**config.mk**
```make
export PLATFORM = sky130hd
export DESIGN_NAME = dftm_top
export DESIGN_NICKNAME = d
export VERILOG_FILES = /design/src/verilog/dftm_pkg.sv /design/src/verilog/dftm_top.sv
export SDC_FILE = /design/constraint.sdc
export NUM_CORES = 1
export LEC_CHECK = 0
export BUFFER_PORTS_ARGS = -buffer_cell sky130_fd_sc_hd__buf_2
export CAP_MARGIN = 30
export CORE_UTILIZATION = 50
export DETAILED_ROUTE_END_ITERATION = 16
export PLACE_DENSITY_LB_ADDON = 0.3
export SYNTH_ARGS = -nofsm -noshare
export SYNTH_HDL_FRONTEND = slang
export SYNTH_SLANG_ARGS = --single-unit
```
**constraint.sdc**
```tcl
create_clock -name core_clk -period 10.36 [get_ports core_clk]
set_input_delay 1.036 -clock core_clk [delete_from_list [all_inputs] [get_ports core_clk]]
set_output_delay 1.036 -clock core_clk [all_outputs]
set_load 0.1 [all_outputs]
```
**src/verilog/dftm_pkg.sv**
```systemverilog
package dftm_pkg;

  // Timing
  localparam int unsigned CLK_HZ        = 200_000_000;
  localparam int unsigned MS_PER_S      = 1000;
  localparam int unsigned MS_CYC        = CLK_HZ / MS_PER_S;
  localparam int unsigned PHASE_LOSS_S  = 1;
  localparam int unsigned PHASE_LOSS_MS = PHASE_LOSS_S * MS_PER_S;
  localparam int unsigned RETRY_WAIT_MS = 1000;
  localparam int unsigned LS_OL_MS      = 500;
  localparam int unsigned GATE_CONF_CYC = 8;
  // 0.2 Hz in 0.01 Hz units
  localparam logic [15:0] LS_FREQ_CHZ   = 16'h0014;

  // Register offsets
  localparam logic [7:0] OFS_CTRL  = 8'h00;
  localparam logic [7:0] OFS_BRAKE = 8'h04;
  localparam logic [7:0] OFS_STAT  = 8'h08;
  localparam logic [7:0] OFS_ISTAT = 8'h0c;
  localparam logic [7:0] OFS_IMASK = 8'h10;

  // Control fields
  localparam int unsigned CB_PHASE = 0;
  localparam int unsigned CB_BRAKE = 1;
  localparam int unsigned CB_COMM  = 2;
  localparam int unsigned CB_ROT   = 4;
  localparam int unsigned CB_RETRY = 6;
  localparam logic [31:0] CTRL_RST  = 32'h0000_0000;
  localparam logic [31:0] BRAKE_RST = 32'h0000_0064;

  // Interrupt bits
  localparam int unsigned INT_W    = 4;
  localparam int unsigned IB_TRIP  = 0;
  localparam int unsigned IB_COMM  = 1;
  localparam int unsigned IB_LIMIT = 2;
  localparam int unsigned IB_CLEAR = 3;

  localparam logic [1:0] COMM_TRIP = 2'h0;
  localparam logic [1:0] ROT_FWD   = 2'h1;
  localparam logic [1:0] ROT_REV   = 2'h2;

  // Reset classes
  localparam logic [1:0] CLS_ANY   = 2'h0;
  localparam logic [1:0] CLS_TERM  = 2'h1;
  localparam logic [1:0] CLS_POWER = 2'h2;

  // Error codes
  localparam logic [7:0] ERR_NONE   = 8'h00;
  localparam logic [7:0] ERR_MAIN   = 8'h25;
  localparam logic [7:0] ERR_SW     = 8'h30;
  localparam logic [7:0] ERR_ESTOP  = 8'h37;
  localparam logic [7:0] ERR_PHASE  = 8'h34;
  localparam logic [7:0] ERR_THERM  = 8'h35;
  localparam logic [7:0] ERR_BRAKE  = 8'h36;
  localparam logic [7:0] ERR_LS     = 8'h38;
  localparam logic [7:0] ERR_MODBUS = 8'h41;
  localparam logic [7:0] ERR_OPT1   = 8'h60;
  localparam logic [7:0] ERR_OPT2   = 8'h70;

  // Synchronised pin indices
  localparam int unsigned P_PHASE = 0;
  localparam int unsigned P_SWF   = 1;
  localparam int unsigned P_THERM = 2;
  localparam int unsigned P_BKCF  = 3;
  localparam int unsigned P_ESTOP = 4;
  localparam int unsigned P_ESTEN = 5;
  localparam int unsigned P_OL    = 6;
  localparam int unsigned P_MB    = 7;
  localparam int unsigned P_OPT1  = 8;
  localparam int unsigned P_OPT2  = 9;
  localparam int unsigned P_UV    = 10;
  localparam int unsigned P_PNL   = 11;
  localparam int unsigned P_FWD   = 12;
  localparam int unsigned P_REV   = 13;
  localparam int unsigned P_RSTT  = 14;
  localparam int unsigned P_KEY   = 15;
  localparam int unsigned P_PWR   = 16;
  localparam int unsigned P_GFB   = 17;
  localparam int unsigned NPIN    = 18;

  typedef enum logic [2:0] {
    ST_RUN   = 3'b001,
    ST_TRIP  = 3'b010,
    ST_RETRY = 3'b100
  } dftm_state_e;

endpackage

```
**src/verilog/dftm_top.sv**
```systemverilog
`timescale 1ns/1ps
// Notes on behaviour
// Phase lost one second trips when selected
// Unconfirmed switch feedback raises main-circuit trip
// Power-cycle class ignores terminal and key
// Terminal class ignores operator panel reset
// Switch-stage fault trips without automatic retry
// Thermistor overheating trips and shuts off
// Brake confirmation timeout trips when selected
// Enabled emergency stop blocks output, latches
// Low-speed overload accumulator trips output
// Modbus timeout follows communication error action
// Option ports report separate code groups
// Undervoltage shows waiting state
// Operator panel link failure indicated
// Retry wait shows restart standby
// Forbidden direction refused and flagged
// Supply removal shows power-shutoff indication
// Trip held until accepted reset clears; retryable trips with retry enabled clear after the retry wait
module dftm_top #(
  parameter int unsigned MS_CYCLES = dftm_pkg::MS_CYC
) (
  // Clock and reset
  input  wire logic        core_clk,
  input  wire logic        rst_n,
  // APB slave
  input  wire logic        psel,
  input  wire logic        penable,
  input  wire logic        pwrite,
  input  wire logic [7:0]  paddr,
  input  wire logic [31:0] pwdata,
  output logic             pready,
  output logic             pslverr,
  output logic [31:0]      prdata,
  // Protection pins, asynchronous
  input  wire logic        phase_missing,
  input  wire logic        sw_stage_fault,
  input  wire logic        motor_thermistor_input,
  input  wire logic        brake_confirm,
  input  wire logic        emergency_stop_input,
  input  wire logic        emergency_stop_enable_switch,
  input  wire logic        overload_detect,
  input  wire logic        modbus_timeout,
  input  wire logic        opt1_error,
  input  wire logic        opt2_error,
  input  wire logic        undervoltage,
  input  wire logic        panel_link_error,
  input  wire logic        run_fwd_cmd,
  input  wire logic        run_rev_cmd,
  input  wire logic        trip_reset_terminal,
  input  wire logic        panel_reset_key,
  input  wire logic        power_lost,
  input  wire logic        gate_feedback,
  // Same-clock inputs
  input  wire logic        gate_cmd,
  input  wire logic [15:0] out_freq_chz,
  input  wire logic [3:0]  opt1_subcode,
  input  wire logic [3:0]  opt2_subcode,
  // Drive outputs
  output logic             output_shutoff,
  output logic             brake_release,
  output logic             run_fwd_ok,
  output logic             run_rev_ok,
  // Indications
  output logic [7:0]       err_code,
  output logic             restart_standby,
  output logic             uv_standby,
  output logic             panel_comm_err,
  output logic             run_limited,
  output logic             power_shutoff_ind,
  // Interrupt
  output logic             irq
);

  localparam int unsigned NP = dftm_pkg::NPIN;

  logic [NP-1:0] pin_raw;
  logic [NP-1:0] s1_r;
  logic [NP-1:0] s_q;
  logic [17:0]   tick_cnt_r;
  logic          tick;
  logic [31:0]   ctrl_r;
  logic [31:0]   brake_wait_r;
  logic [dftm_pkg::INT_W-1:0] istat_r;
  logic [dftm_pkg::INT_W-1:0] imask_r;
  logic [dftm_pkg::INT_W-1:0] ev;
  logic [31:0]   prdata_r;
  logic [31:0]   rd_val;
  logic          mapped;
  logic          acc_wr;
  logic          acc_rd;
  dftm_pkg::dftm_state_e st_r;
  logic [7:0]    err_code_r;
  logic [1:0]    cls_r;
  logic          rty_r;
  logic          t_req;
  logic [7:0]    t_code;
  logic [1:0]    t_cls;
  logic          t_retry;
  logic [10:0]   pl_cnt_r;
  logic [15:0]   bk_cnt_r;
  logic [9:0]    ls_acc_r;
  logic [9:0]    rt_cnt_r;
  logic [3:0]    gm_cnt_r;
  logic          gm_trip;
  logic          pl_trip;
  logic          bk_to;
  logic          ls_trip;
  logic          estop_act;
  logic          rstt_d_r;
  logic          key_d_r;
  logic          mb_d_r;
  logic          lim_d_r;
  logic          rst_ok;
  logic          rty_go;
  logic          lim_now;
  logic          shut_r;
  logic          brake_rel_r;
  logic          fwd_ok_r;
  logic          rev_ok_r;
  logic          rty_ind_r;
  logic          uv_r;
  logic          pnl_r;
  logic          lim_r;
  logic          pwr_r;
  logic          irq_r;
  logic [1:0]    rot;
  logic [1:0]    comm_act;

  assign pin_raw = {gate_feedback, power_lost, panel_reset_key, trip_reset_terminal,
                    run_rev_cmd, run_fwd_cmd, panel_link_error, undervoltage,
                    opt2_error, opt1_error, modbus_timeout, overload_detect,
                    emergency_stop_enable_switch, emergency_stop_input, brake_confirm,
                    motor_thermistor_input, sw_stage_fault, phase_missing};

  // Two-stage synchronisers, first stage read only by the second
  genvar gi;
  generate
    for (gi = 0; gi < NP; gi++)
    begin : g_sync
      always_ff @(posedge core_clk)
      begin
        if (!rst_n)
        begin
          s1_r[gi] <= 1'b0;
          s_q[gi]  <= 1'b0;
        end
        else
        begin
          s1_r[gi] <= pin_raw[gi];
          s_q[gi]  <= s1_r[gi];
        end
      end
    end
  endgenerate

  assign rot      = ctrl_r[dftm_pkg::CB_ROT +: 2];
  assign comm_act = ctrl_r[dftm_pkg::CB_COMM +: 2];

  // Millisecond tick shared by all slow timers
  assign tick = (tick_cnt_r == 18'(MS_CYCLES - 1));
  always_ff @(posedge core_clk)
  begin
    if (!rst_n || tick)
      tick_cnt_r <= 18'h0;
    else
      tick_cnt_r <= tick_cnt_r + 18'h1;
  end

  // Phase loss duration
  assign pl_trip = (pl_cnt_r == 11'(dftm_pkg::PHASE_LOSS_MS));
  always_ff @(posedge core_clk)
  begin
    if (!rst_n || !(s_q[dftm_pkg::P_PHASE] && ctrl_r[dftm_pkg::CB_PHASE]))
      pl_cnt_r <= 11'h0;
    else if (tick && !pl_trip)
      pl_cnt_r <= pl_cnt_r + 11'h1;
  end

  // Feedback lags the command by the synchroniser; mismatch must persist
  assign gm_trip = (gm_cnt_r == 4'(dftm_pkg::GATE_CONF_CYC));
  always_ff @(posedge core_clk)
  begin
    if (!rst_n || (gate_cmd == s_q[dftm_pkg::P_GFB]))
      gm_cnt_r <= 4'h0;
    else if (!gm_trip)
      gm_cnt_r <= gm_cnt_r + 4'h1;
  end

  // Brake confirmation wait, counted from brake release
  assign bk_to = (bk_cnt_r >= brake_wait_r[15:0]);
  always_ff @(posedge core_clk)
  begin
    if (!rst_n || !brake_rel_r || s_q[dftm_pkg::P_BKCF])
      bk_cnt_r <= 16'h0;
    else if (tick && !bk_to)
      bk_cnt_r <= bk_cnt_r + 16'h1;
  end

  // Low-speed thermal accumulator, decays when relieved
  assign ls_trip = (ls_acc_r == 10'(dftm_pkg::LS_OL_MS));
  always_ff @(posedge core_clk)
  begin
    if (!rst_n)
      ls_acc_r <= 10'h0;
    else if (tick && s_q[dftm_pkg::P_OL] && out_freq_chz <= dftm_pkg::LS_FREQ_CHZ)
    begin
      if (!ls_trip)
        ls_acc_r <= ls_acc_r + 10'h1;
    end
    else if (tick && ls_acc_r != 10'h0)
      ls_acc_r <= ls_acc_r - 10'h1;
  end

  assign estop_act = s_q[dftm_pkg::P_ESTOP] && s_q[dftm_pkg::P_ESTEN];

  // Trip cause, highest priority first
  always_comb
  begin
    t_req   = 1'b1;
    t_code  = dftm_pkg::ERR_NONE;
    t_cls   = dftm_pkg::CLS_ANY;
    t_retry = 1'b1;
    if (gm_trip)
    begin
      t_code  = dftm_pkg::ERR_MAIN;
      t_cls   = dftm_pkg::CLS_POWER;
      t_retry = 1'b0;
    end
    else if (s_q[dftm_pkg::P_SWF])
    begin
      t_code  = dftm_pkg::ERR_SW;
      t_retry = 1'b0;
    end
    else if (estop_act)
    begin
      t_code  = dftm_pkg::ERR_ESTOP;
      t_cls   = dftm_pkg::CLS_TERM;
      t_retry = 1'b0;
    end
    else if (pl_trip)
      t_code = dftm_pkg::ERR_PHASE;
    else if (s_q[dftm_pkg::P_THERM])
      t_code = dftm_pkg::ERR_THERM;
    else if (bk_to && brake_rel_r && !s_q[dftm_pkg::P_BKCF])
      t_code = dftm_pkg::ERR_BRAKE;
    else if (ls_trip)
      t_code = dftm_pkg::ERR_LS;
    else if (s_q[dftm_pkg::P_MB] && comm_act == dftm_pkg::COMM_TRIP)
      t_code = dftm_pkg::ERR_MODBUS;
    else if (s_q[dftm_pkg::P_OPT1])
      t_code = dftm_pkg::ERR_OPT1 | {4'h0, opt1_subcode};
    else if (s_q[dftm_pkg::P_OPT2])
      t_code = dftm_pkg::ERR_OPT2 | {4'h0, opt2_subcode};
    else
      t_req = 1'b0;
  end

  // Reset sources accepted per class
  assign rst_ok = (s_q[dftm_pkg::P_RSTT] && !rstt_d_r && cls_r != dftm_pkg::CLS_POWER) ||
                  (s_q[dftm_pkg::P_KEY] && !key_d_r && cls_r == dftm_pkg::CLS_ANY);
  assign rty_go = ctrl_r[dftm_pkg::CB_RETRY] && rty_r;

  always_ff @(posedge core_clk)
  begin
    if (!rst_n)
    begin
      st_r       <= dftm_pkg::ST_RUN;
      err_code_r <= dftm_pkg::ERR_NONE;
      cls_r      <= dftm_pkg::CLS_ANY;
      rty_r      <= 1'b0;
    end
    else
    begin
      case (st_r)
        dftm_pkg::ST_RUN:
          if (t_req)
          begin
            st_r       <= dftm_pkg::ST_TRIP;
            err_code_r <= t_code;
            cls_r      <= t_cls;
            rty_r      <= t_retry;
          end
        dftm_pkg::ST_TRIP:
          if (rst_ok)
          begin
            st_r       <= dftm_pkg::ST_RUN;
            err_code_r <= dftm_pkg::ERR_NONE;
          end
          else if (rty_go)
            st_r <= dftm_pkg::ST_RETRY;
        dftm_pkg::ST_RETRY:
          if (rst_ok || rt_cnt_r == 10'(dftm_pkg::RETRY_WAIT_MS))
          begin
            st_r       <= dftm_pkg::ST_RUN;
            err_code_r <= dftm_pkg::ERR_NONE;
          end
        default:
          st_r <= dftm_pkg::ST_RUN;
      endcase
    end
  end

  always_ff @(posedge core_clk)
  begin
    if (!rst_n || st_r != dftm_pkg::ST_RETRY)
      rt_cnt_r <= 10'h0;
    else if (tick)
      rt_cnt_r <= rt_cnt_r + 10'h1;
  end

  assign lim_now = (s_q[dftm_pkg::P_FWD] && rot == dftm_pkg::ROT_REV) ||
                   (s_q[dftm_pkg::P_REV] && rot == dftm_pkg::ROT_FWD);

  // Registered drive and indication outputs
  always_ff @(posedge core_clk)
  begin
    if (!rst_n)
    begin
      shut_r      <= 1'b1;
      brake_rel_r <= 1'b0;
      fwd_ok_r    <= 1'b0;
      rev_ok_r    <= 1'b0;
      rty_ind_r   <= 1'b0;
      uv_r        <= 1'b0;
      pnl_r       <= 1'b0;
      lim_r       <= 1'b0;
      pwr_r       <= 1'b0;
      rstt_d_r    <= 1'b0;
      key_d_r     <= 1'b0;
      mb_d_r      <= 1'b0;
      lim_d_r     <= 1'b0;
    end
    else
    begin
      // Held off while tripped, in standby or on a supply fault
      shut_r      <= (st_r != dftm_pkg::ST_RUN) || t_req || estop_act ||
                     s_q[dftm_pkg::P_UV] || s_q[dftm_pkg::P_PWR];
      fwd_ok_r    <= s_q[dftm_pkg::P_FWD] && rot != dftm_pkg::ROT_REV && !shut_r;
      rev_ok_r    <= s_q[dftm_pkg::P_REV] && rot != dftm_pkg::ROT_FWD && !shut_r;
      brake_rel_r <= ctrl_r[dftm_pkg::CB_BRAKE] && (fwd_ok_r || rev_ok_r) && !shut_r;
      rty_ind_r   <= (st_r == dftm_pkg::ST_RETRY);
      uv_r        <= s_q[dftm_pkg::P_UV];
      pnl_r       <= s_q[dftm_pkg::P_PNL];
      lim_r       <= lim_now;
      pwr_r       <= s_q[dftm_pkg::P_PWR];
      rstt_d_r    <= s_q[dftm_pkg::P_RSTT];
      key_d_r     <= s_q[dftm_pkg::P_KEY];
      mb_d_r      <= s_q[dftm_pkg::P_MB];
      lim_d_r     <= lim_now;
    end
  end

  // Interrupt events
  assign ev[dftm_pkg::IB_TRIP]  = (st_r == dftm_pkg::ST_RUN) && t_req;
  assign ev[dftm_pkg::IB_COMM]  = s_q[dftm_pkg::P_MB] && !mb_d_r && comm_act != dftm_pkg::COMM_TRIP;
  assign ev[dftm_pkg::IB_LIMIT] = lim_now && !lim_d_r;
  assign ev[dftm_pkg::IB_CLEAR] = (st_r != dftm_pkg::ST_RUN) && rst_ok;

  // APB slave, zero wait states; read data captured in setup
  assign mapped = (paddr == dftm_pkg::OFS_CTRL) || (paddr == dftm_pkg::OFS_BRAKE) ||
                  (paddr == dftm_pkg::OFS_STAT) || (paddr == dftm_pkg::OFS_ISTAT) ||
                  (paddr == dftm_pkg::OFS_IMASK);
  assign acc_wr = psel && penable && pwrite && mapped;
  assign acc_rd = psel && penable && !pwrite;

  always_comb
  begin
    rd_val = 32'h0;
    case (paddr)
      dftm_pkg::OFS_CTRL:  rd_val = ctrl_r;
      dftm_pkg::OFS_BRAKE: rd_val = brake_wait_r;
      dftm_pkg::OFS_STAT:  rd_val = {18'h0, pwr_r, lim_r, pnl_r, uv_r, rty_ind_r,
                                     st_r != dftm_pkg::ST_RUN, err_code_r};
      dftm_pkg::OFS_ISTAT: rd_val = {28'h0, istat_r};
      dftm_pkg::OFS_IMASK: rd_val = {28'h0, imask_r};
      default:             rd_val = 32'h0;
    endcase
  end

  always_ff @(posedge core_clk)
  begin
    if (!rst_n)
    begin
      ctrl_r       <= dftm_pkg::CTRL_RST;
      brake_wait_r <= dftm_pkg::BRAKE_RST;
      imask_r      <= 4'h0;
      prdata_r     <= 32'h0;
    end
    else
    begin
      if (psel && !penable && !pwrite)
        prdata_r <= rd_val;
      if (acc_wr && paddr == dftm_pkg::OFS_CTRL)
        ctrl_r <= {25'h0, pwdata[6:0]};
      if (acc_wr && paddr == dftm_pkg::OFS_BRAKE)
        brake_wait_r <= {16'h0, pwdata[15:0]};
      if (acc_wr && paddr == dftm_pkg::OFS_IMASK)
        imask_r <= pwdata[3:0];
    end
  end

  // Read clears only what setup captured, so no event between is lost
  always_ff @(posedge core_clk)
  begin
    if (!rst_n)
      istat_r <= 4'h0;
    else if (acc_rd && paddr == dftm_pkg::OFS_ISTAT)
      istat_r <= (istat_r & ~prdata_r[dftm_pkg::INT_W-1:0]) | ev;
    else
      istat_r <= istat_r | ev;
  end

  always_ff @(posedge core_clk)
  begin
    if (!rst_n)
      irq_r <= 1'b0;
    else
      irq_r <= |(istat_r & imask_r);
  end

  assign pready            = 1'b1;
  assign pslverr           = psel && penable && !mapped;
  assign prdata            = prdata_r;
  assign output_shutoff    = shut_r;
  assign brake_release     = brake_rel_r;
  assign run_fwd_ok        = fwd_ok_r;
  assign run_rev_ok        = rev_ok_r;
  assign err_code          = err_code_r;
  assign restart_standby   = rty_ind_r;
  assign uv_standby        = uv_r;
  assign panel_comm_err    = pnl_r;
  assign run_limited       = lim_r;
  assign power_shutoff_ind = pwr_r;
  assign irq               = irq_r;
endmodule

```
# Word-level counts from Yosys, hierarchy flattened
# Index checks and enable logic that the tools add are counted.
op_classes:
  addsub: 7
  order_cmp: 2
  eq_ne: 25
  muxes: 40
  bitwise: 5
  reduce_logical: 83
ops:
  columns: ["operator", "n"]
  rows:
  - ["$pmux W16 S5", 1]
  - ["$mux W7", 10]
  - ["$logic_and A1 B1 Y1", 39]
  - ["$mux W10", 3]
  - ["$mux W8", 3]
  - ["$pmux W8 S3", 1]
  - ["$add A10 B1 Y10 const B", 2]
  - ["$add A18 B1 Y18 const B", 1]
  - ["$eq A18 B18 Y1 const B", 1]
  - ["$logic_or A1 B1 Y1", 18]
  - ["$add A16 B1 Y16 const B", 1]
  - ["$eq A8 B4 Y1 const B", 2]
  - ["$ge A16 B16 Y1", 1]
  - ["$le A16 B5 Y1 const B", 1]
  - ["$mux W1", 15]
  - ["$logic_not A1 Y1", 14]
  - ["$mux W3", 4]
  - ["$ne A2 B2 Y1 const B", 6]
  - ["$add A11 B1 Y11 const B", 1]
  - ["$eq A11 B10 Y1 const B", 1]
  - ["$eq A10 B10 Y1 const B", 1]
  - ["$eq A10 B9 Y1 const B", 1]
  - ["$reduce_bool A10 Y1", 1]
  - ["$sub A10 B1 Y10 const B", 1]
  - ["27 further kinds", 33]
word_totals:
  register_bits: 195
  in_bits: 88
  out_inout_bits: 52

# Depth between registers and ports, before layout
logic_depth:
  ltp_word: 14
  depth_mapped: 13
  mapped_depth_nobuf: 12

# Worst setup path before layout
# Ideal clock, no wire load.
synth_path:
  path_type: "in2out"
  startpoint: "in paddr[3]"
  endpoint: "out pslverr"
  arrival_time_ns: 3.427
  t_required_ns: 9.324
  path_slack_ns: 5.897
  stages: 4
  path_buffers: 2
  path_cell_list: "clkbuf_1 buf_1 o21ai_0 a21oi_1"
synth_between:
  elab_chain_len: 7
  word_cells_on_any_way: 11
  cone_classes: "4 x eq/ne; 7 x reduce/logical"
synth_lines:
  columns: ["element", "line_no", "source"]
  rows:
  - ["from (decl)", "dftm_top.sv:30", "input wire logic [7:0] paddr,"]
  - ["$eq A8 B3 Y1 or $logic_not A8 Y1 (tied branches)", "dftm_top.sv:361", "assign mapped = (paddr == dftm_pkg::OFS_CTRL) || (paddr == dftm_pkg::OFS_BRAKE) ||"]
  - ["$logic_or A1 B1 Y1 (2 in series)", "dftm_top.sv:361", null]
  - ["$logic_or A1 B1 Y1", "dftm_top.sv:362", "(paddr == dftm_pkg::OFS_STAT) || (paddr == dftm_pkg::OFS_ISTAT) ||"]
  - ["$logic_or A1 B1 Y1 (*)", "dftm_top.sv:362", null]
  - ["$logic_not A1 Y1 (*)", "dftm_top.sv:423", "assign pslverr = psel && penable && !mapped;"]
  - ["$logic_and A1 B1 Y1 (*)", "dftm_top.sv:423", null]
  - ["to (decl)", "dftm_top.sv:33", "output logic pslverr,"]
# Mark *: on every way between the ends. The rest lies on a longest branch, timed or not.

# Worst setup path in the final report
layout_path:
  startpoint: "reg tick_cnt_r[10]"
  endpoint: "reg ls_acc_r[9]"
layout_between:
  elab_chain_len: 5
  word_cells_on_any_way: 8
  cone_classes: "2 x eq/ne; 1 x mux; 5 x reduce/logical"
layout_lines:
  columns: ["element", "line_no", "source"]
  rows:
  - ["from (decl)", "dftm_top.sv:80", "logic [17:0] tick_cnt_r;"]
  - ["from (signal assigned)", "dftm_top.sv:167", "tick_cnt_r <= tick_cnt_r + 18'h1;"]
  - ["$eq A18 B18 Y1 (*)", "dftm_top.sv:161", "assign tick = (tick_cnt_r == 18'(MS_CYCLES - 1));"]
  - ["$logic_and A1 B1 Y1 (2 in series)", "dftm_top.sv:206", "else if (tick && s_q[dftm_pkg::P_OL] && out_freq_chz <= dftm_pkg::LS_FREQ_CHZ)"]
  - ["$ne A2 B2 Y1 (no source line) or $reduce_bool A2 Y1 (tied branches)", null, null]
  - ["$reduce_and A2 Y1 (no source line)", null, null]
  - ["to (signal assigned)", "dftm_top.sv:209", "ls_acc_r <= ls_acc_r + 10'h1;"]
  - ["to (signal assigned)", "dftm_top.sv:212", "ls_acc_r <= ls_acc_r - 10'h1;"]
  - ["to (decl)", "dftm_top.sv:102", "logic [9:0] ls_acc_r;"]
# Marked as above.
# A chain may end at the register's enable or synchronous reset.

==> impl_metrics.csv <==
group,metric,value,unit
route,via_per_inst,5.35,
critical_path,crit_path_top_delay_cell,"or3_4",
global_routing,grt_pass1_vias,6115,
logic_synthesis,synth-edff-count,0,
logic_synthesis,synth-seq-area-share,0.422,
die,core,16500,um2
sta,final.min_clock_period,3700,ps
sta,worst_pin_slew,841,ps
sta,slew_violations,0,
route,dr.pass1.iters,5,
die,pin_count,140,
route,totalWireLength,17.6,mm
layout,fin_util,0.585,
global_routing,grt_pass1_wl,29.7,mm
power_and_ir_drop,leakage,0.00371,uW
layout,fin_nets,1134,
route,wire_per_inst,14.2,um
critical_path,rrSetupSlack,6660,ps
logic_synthesis,ys.flop_type,"dfxtp_1",
logic_synthesis,synth_xor_area_frac,0.0581,
cts,cts_buffer_depth,2,
placement,gp_congestion,0.866,
logic_synthesis,synth_mux_area_frac,0.0344,
cts,htreeDepth,4,
logic_synthesis,synth_top_area_share,0.422,
status,status,"finished clean",
route,ant_nets,0,
layout,drive_gt1_frac,0.172,
power_and_ir_drop,ir_worst_vdd,0.116,mV
logic_synthesis,synth_seq_cells,178,
cts,cts-resized-gates,0,
min_path,hold_class,"reg2reg",
layout,insertedDiodeCount,0,
critical_path,cpMostUsedCell,"xnor2_1",
critical_path,critPathMaxFanout,22,
die,die_area,17400,um2
critical_path,start_kind,"flop",
die,die_h,132,um
logic_synthesis,synth_top_family_by_area,"simple AND/OR/NAND/NOR gates",
cts,clock_sinks,178,
critical_path,arrival,4020,ps
layout,nFillCells,1439,
logic_synthesis,ys_top_cells_by_count,"dfxtp_1 (178), nand2_1 (84), nor2_1 (76), and2_1 (51), inv_1 (41)",
die,rows,47,
sta,hold_violations,0,
logic_synthesis,synth-simple-area-share,0.246,
logic_synthesis,yosys_warnings,0,
flow_run,drv_cap,0,
logic_synthesis,yosysTopAreaCell,"dfxtp_1",
critical_path,required,10680,ps
logic_synthesis,synth_area_leaders,"dfxtp_1 (42%), ha_1 (4.7%), and2_1 (3.8%)",
cts,clk_transition_reported_paths,70,ps
placement,dp_hpwl,12.6,mm
sta,max_slew_margin,0.436,
cts,cts_tree,"yes",
cts,clk_latency,430,ps
die,dieWidth,132,um
global_routing,gr-usage-all-layers,0.211,
critical_path,rr_worst_depth,12,
sta,finalSetupViolCount,0,
sta,rsz0062_at_grt,"false",
cts,cts_buffers,17,
global_routing,grt_max_degree,93,
logic_synthesis,synth_adder_area_share,0.0498,
critical_path,startpoint,"tick_cnt_r[10]",
cts,hold_buffers,0,
sta,tns,0,ps
cts,clockRootBuffer,"clkbuf_16",
logic_synthesis,synth_most_common_cell,"dfxtp_1",
global_routing,grt_overflow,0,
sta,period_share,0.357,
die,start_util,0.511,
cts,postCtsSetupBuffers,0,
logic_synthesis,syn_inst,924,
route,num_vias,6662,
logic_synthesis,yosys.cell_types.count,76,
sta,fmax,271,MHz
route,drt_iter0_drc,390,
placement,port_buffers,105,
critical_path,crit_type,"reg2reg",
logic_synthesis,synth_area_per_cell,9.14,um2
critical_path,end_kind,"flop",
layout,area_delta_synth_final,14.5,%
sta,clock_skew,9.51,ps
critical_path,crit_chain,"nor4bb_1 -> nand4_1 -> or3_4 -> or2_2 -> ha_1 -> nor4_1 -> o211ai_1 -> a41oi_1 -> xnor2_1 -> nand3b_1 -> xnor2_1 -> and2_1",
logic_synthesis,synthArstFlopShare,0,
critical_path,max_stage_delay,560,ps
route,drc,0,
power_and_ir_drop,p_per_area,157,nW/um2
critical_path,r2r-end,"ls_acc_r[9]",
critical_path,crit_end,"ls_acc_r[9]",
logic_synthesis,synth_compound_area_frac,0.136,
critical_path,r2r_start,"tick_cnt_r[10]",
global_routing,antenna_found_initial,0,
logic_synthesis,syn_area,8440,um2
[kinds of logic (layout without fill, tap and decap cells)]
group / Yosys count / count (layout)
flops: 178 / 178
compound gates: 149 / 149
fa+ha+maj: 33 / 33
xor+xnor: 56 / 56
other cells: 2 / 18
buf+inv: 94 / 180
mux: 29 / 29
simple gates: 383 / 383
[worst max-delay path: cells and delay by family (launching register included)]
family                     cells  cell delay [ps]
and+or+nand+nor                7             2190
DFF                            1              380
xor gates and xnor gates       2              300
AOI/OAI and AO/OA              2              420
adders and majority gates      1              300
[cell type report]
cell class	count	area (um2)	area share
clock buffers	20	457	0.0472
well taps	220	275	0.0285
flip-flops and latches	178	3560	0.368
multi-input cells	668	4510	0.466
clock inverters	12	173	0.0179
repair buffers	107	543	0.0562
inverters	41	154	0.0159
[how the worst min path moves through the flow]
stage	start	to	slack, ps	cells after the start
after floorplan	s_q[13]	run_rev_ok	410	2
after global placement	s1_r[8]	s_q[8]	420	1
after detailed placement	s1_r[13]	s_q[13]	420	1
after CTS	s_q[13]	run_rev_ok	430	2
after global routing	s1_r[13]	s_q[13]	440	1
final	s1_r[13]	s_q[13]	430	1
[per-layer routing]
layer,global-route usage,part of all wire,vias up
met5,0,0,-
met4,0.0769,0.016,0
met3,0.0415,0.054,20
met2,0.337,0.45,183
met1,0.282,0.48,3097
li1,-,-,3362
[power by group]
| group | total, uW | leakage [uW] | internal [uW] | switching (uW) |
|---|---|---|---|---|
| combinational | 134 | 0.00197 | 35.4 | 99.1 |
| sequential | 709 | 0.00145 | 699 | 9.92 |
| clock | 678 | 0.000302 | 398 | 279 |
[per-stage QoR]
| stage | instances | worst slack [ps] | instance area (um2) | hold WS, ps | total power, uW |
|---|---|---|---|---|---|
| floorplan | 940 | 5900 | 8500 | 409 | 832 |
| global placement | 1214 | 6550 | 9040 | 416 | 857 |
| detailed placement | 1214 | 6510 | 9040 | 420 | 858 |
| CTS | 1246 | 6650 | 9670 | 433 | 1540 |
| global route | 1246 | 6440 | 9670 | 441 | 1570 |
| finish | 1246 | 6660 | 9670 | 429 | 1520 |
[registers in the layout, summed over array words and instances, names as in the netlist, 4 cells and up]
| name | count |
|---|---|
| istat_r | 4 |
| gm_cnt_r | 4 |
| brake_wait_r | 16 |
| imask_r | 4 |
| tick_cnt_r | 18 |
| s_q | 18 |
| prdata | 16 |
| pl_cnt_r | 11 |
| ls_acc_r | 10 |
| rt_cnt_r | 10 |
| ctrl_r | 7 |
| s1_r | 18 |
| err_code | 7 |
| bk_cnt_r | 16 |
[placed cells by master (no fill, tap or decap), types with 4 or more instances in the layout]
cell type,n
clkbuf_16,17
xor2_1,24
and4_1,4
nor3_1,17
nor4_1,9
nor3b_1,4
inv_1,41
a222oi_1,6
nand3b_1,4
a22oi_1,10
a21oi_1,26
buf_2,104
o211ai_1,10
nand2_1,84
o21ai_0,12
nor2b_1,37
or3_1,8
a21boi_0,18
nand4_1,19
o211a_1,4
a2111oi_2,9
ha_1,32
and3_1,11
nor2_1,76
xnor2_1,32
nand3_1,25
o21a_1,10
dfxtp_1,178
nand2b_1,6
mux2i_1,29
conb_1,18
a21boi_1,4
and2_1,51
Power figures use the tool's default switching activity.
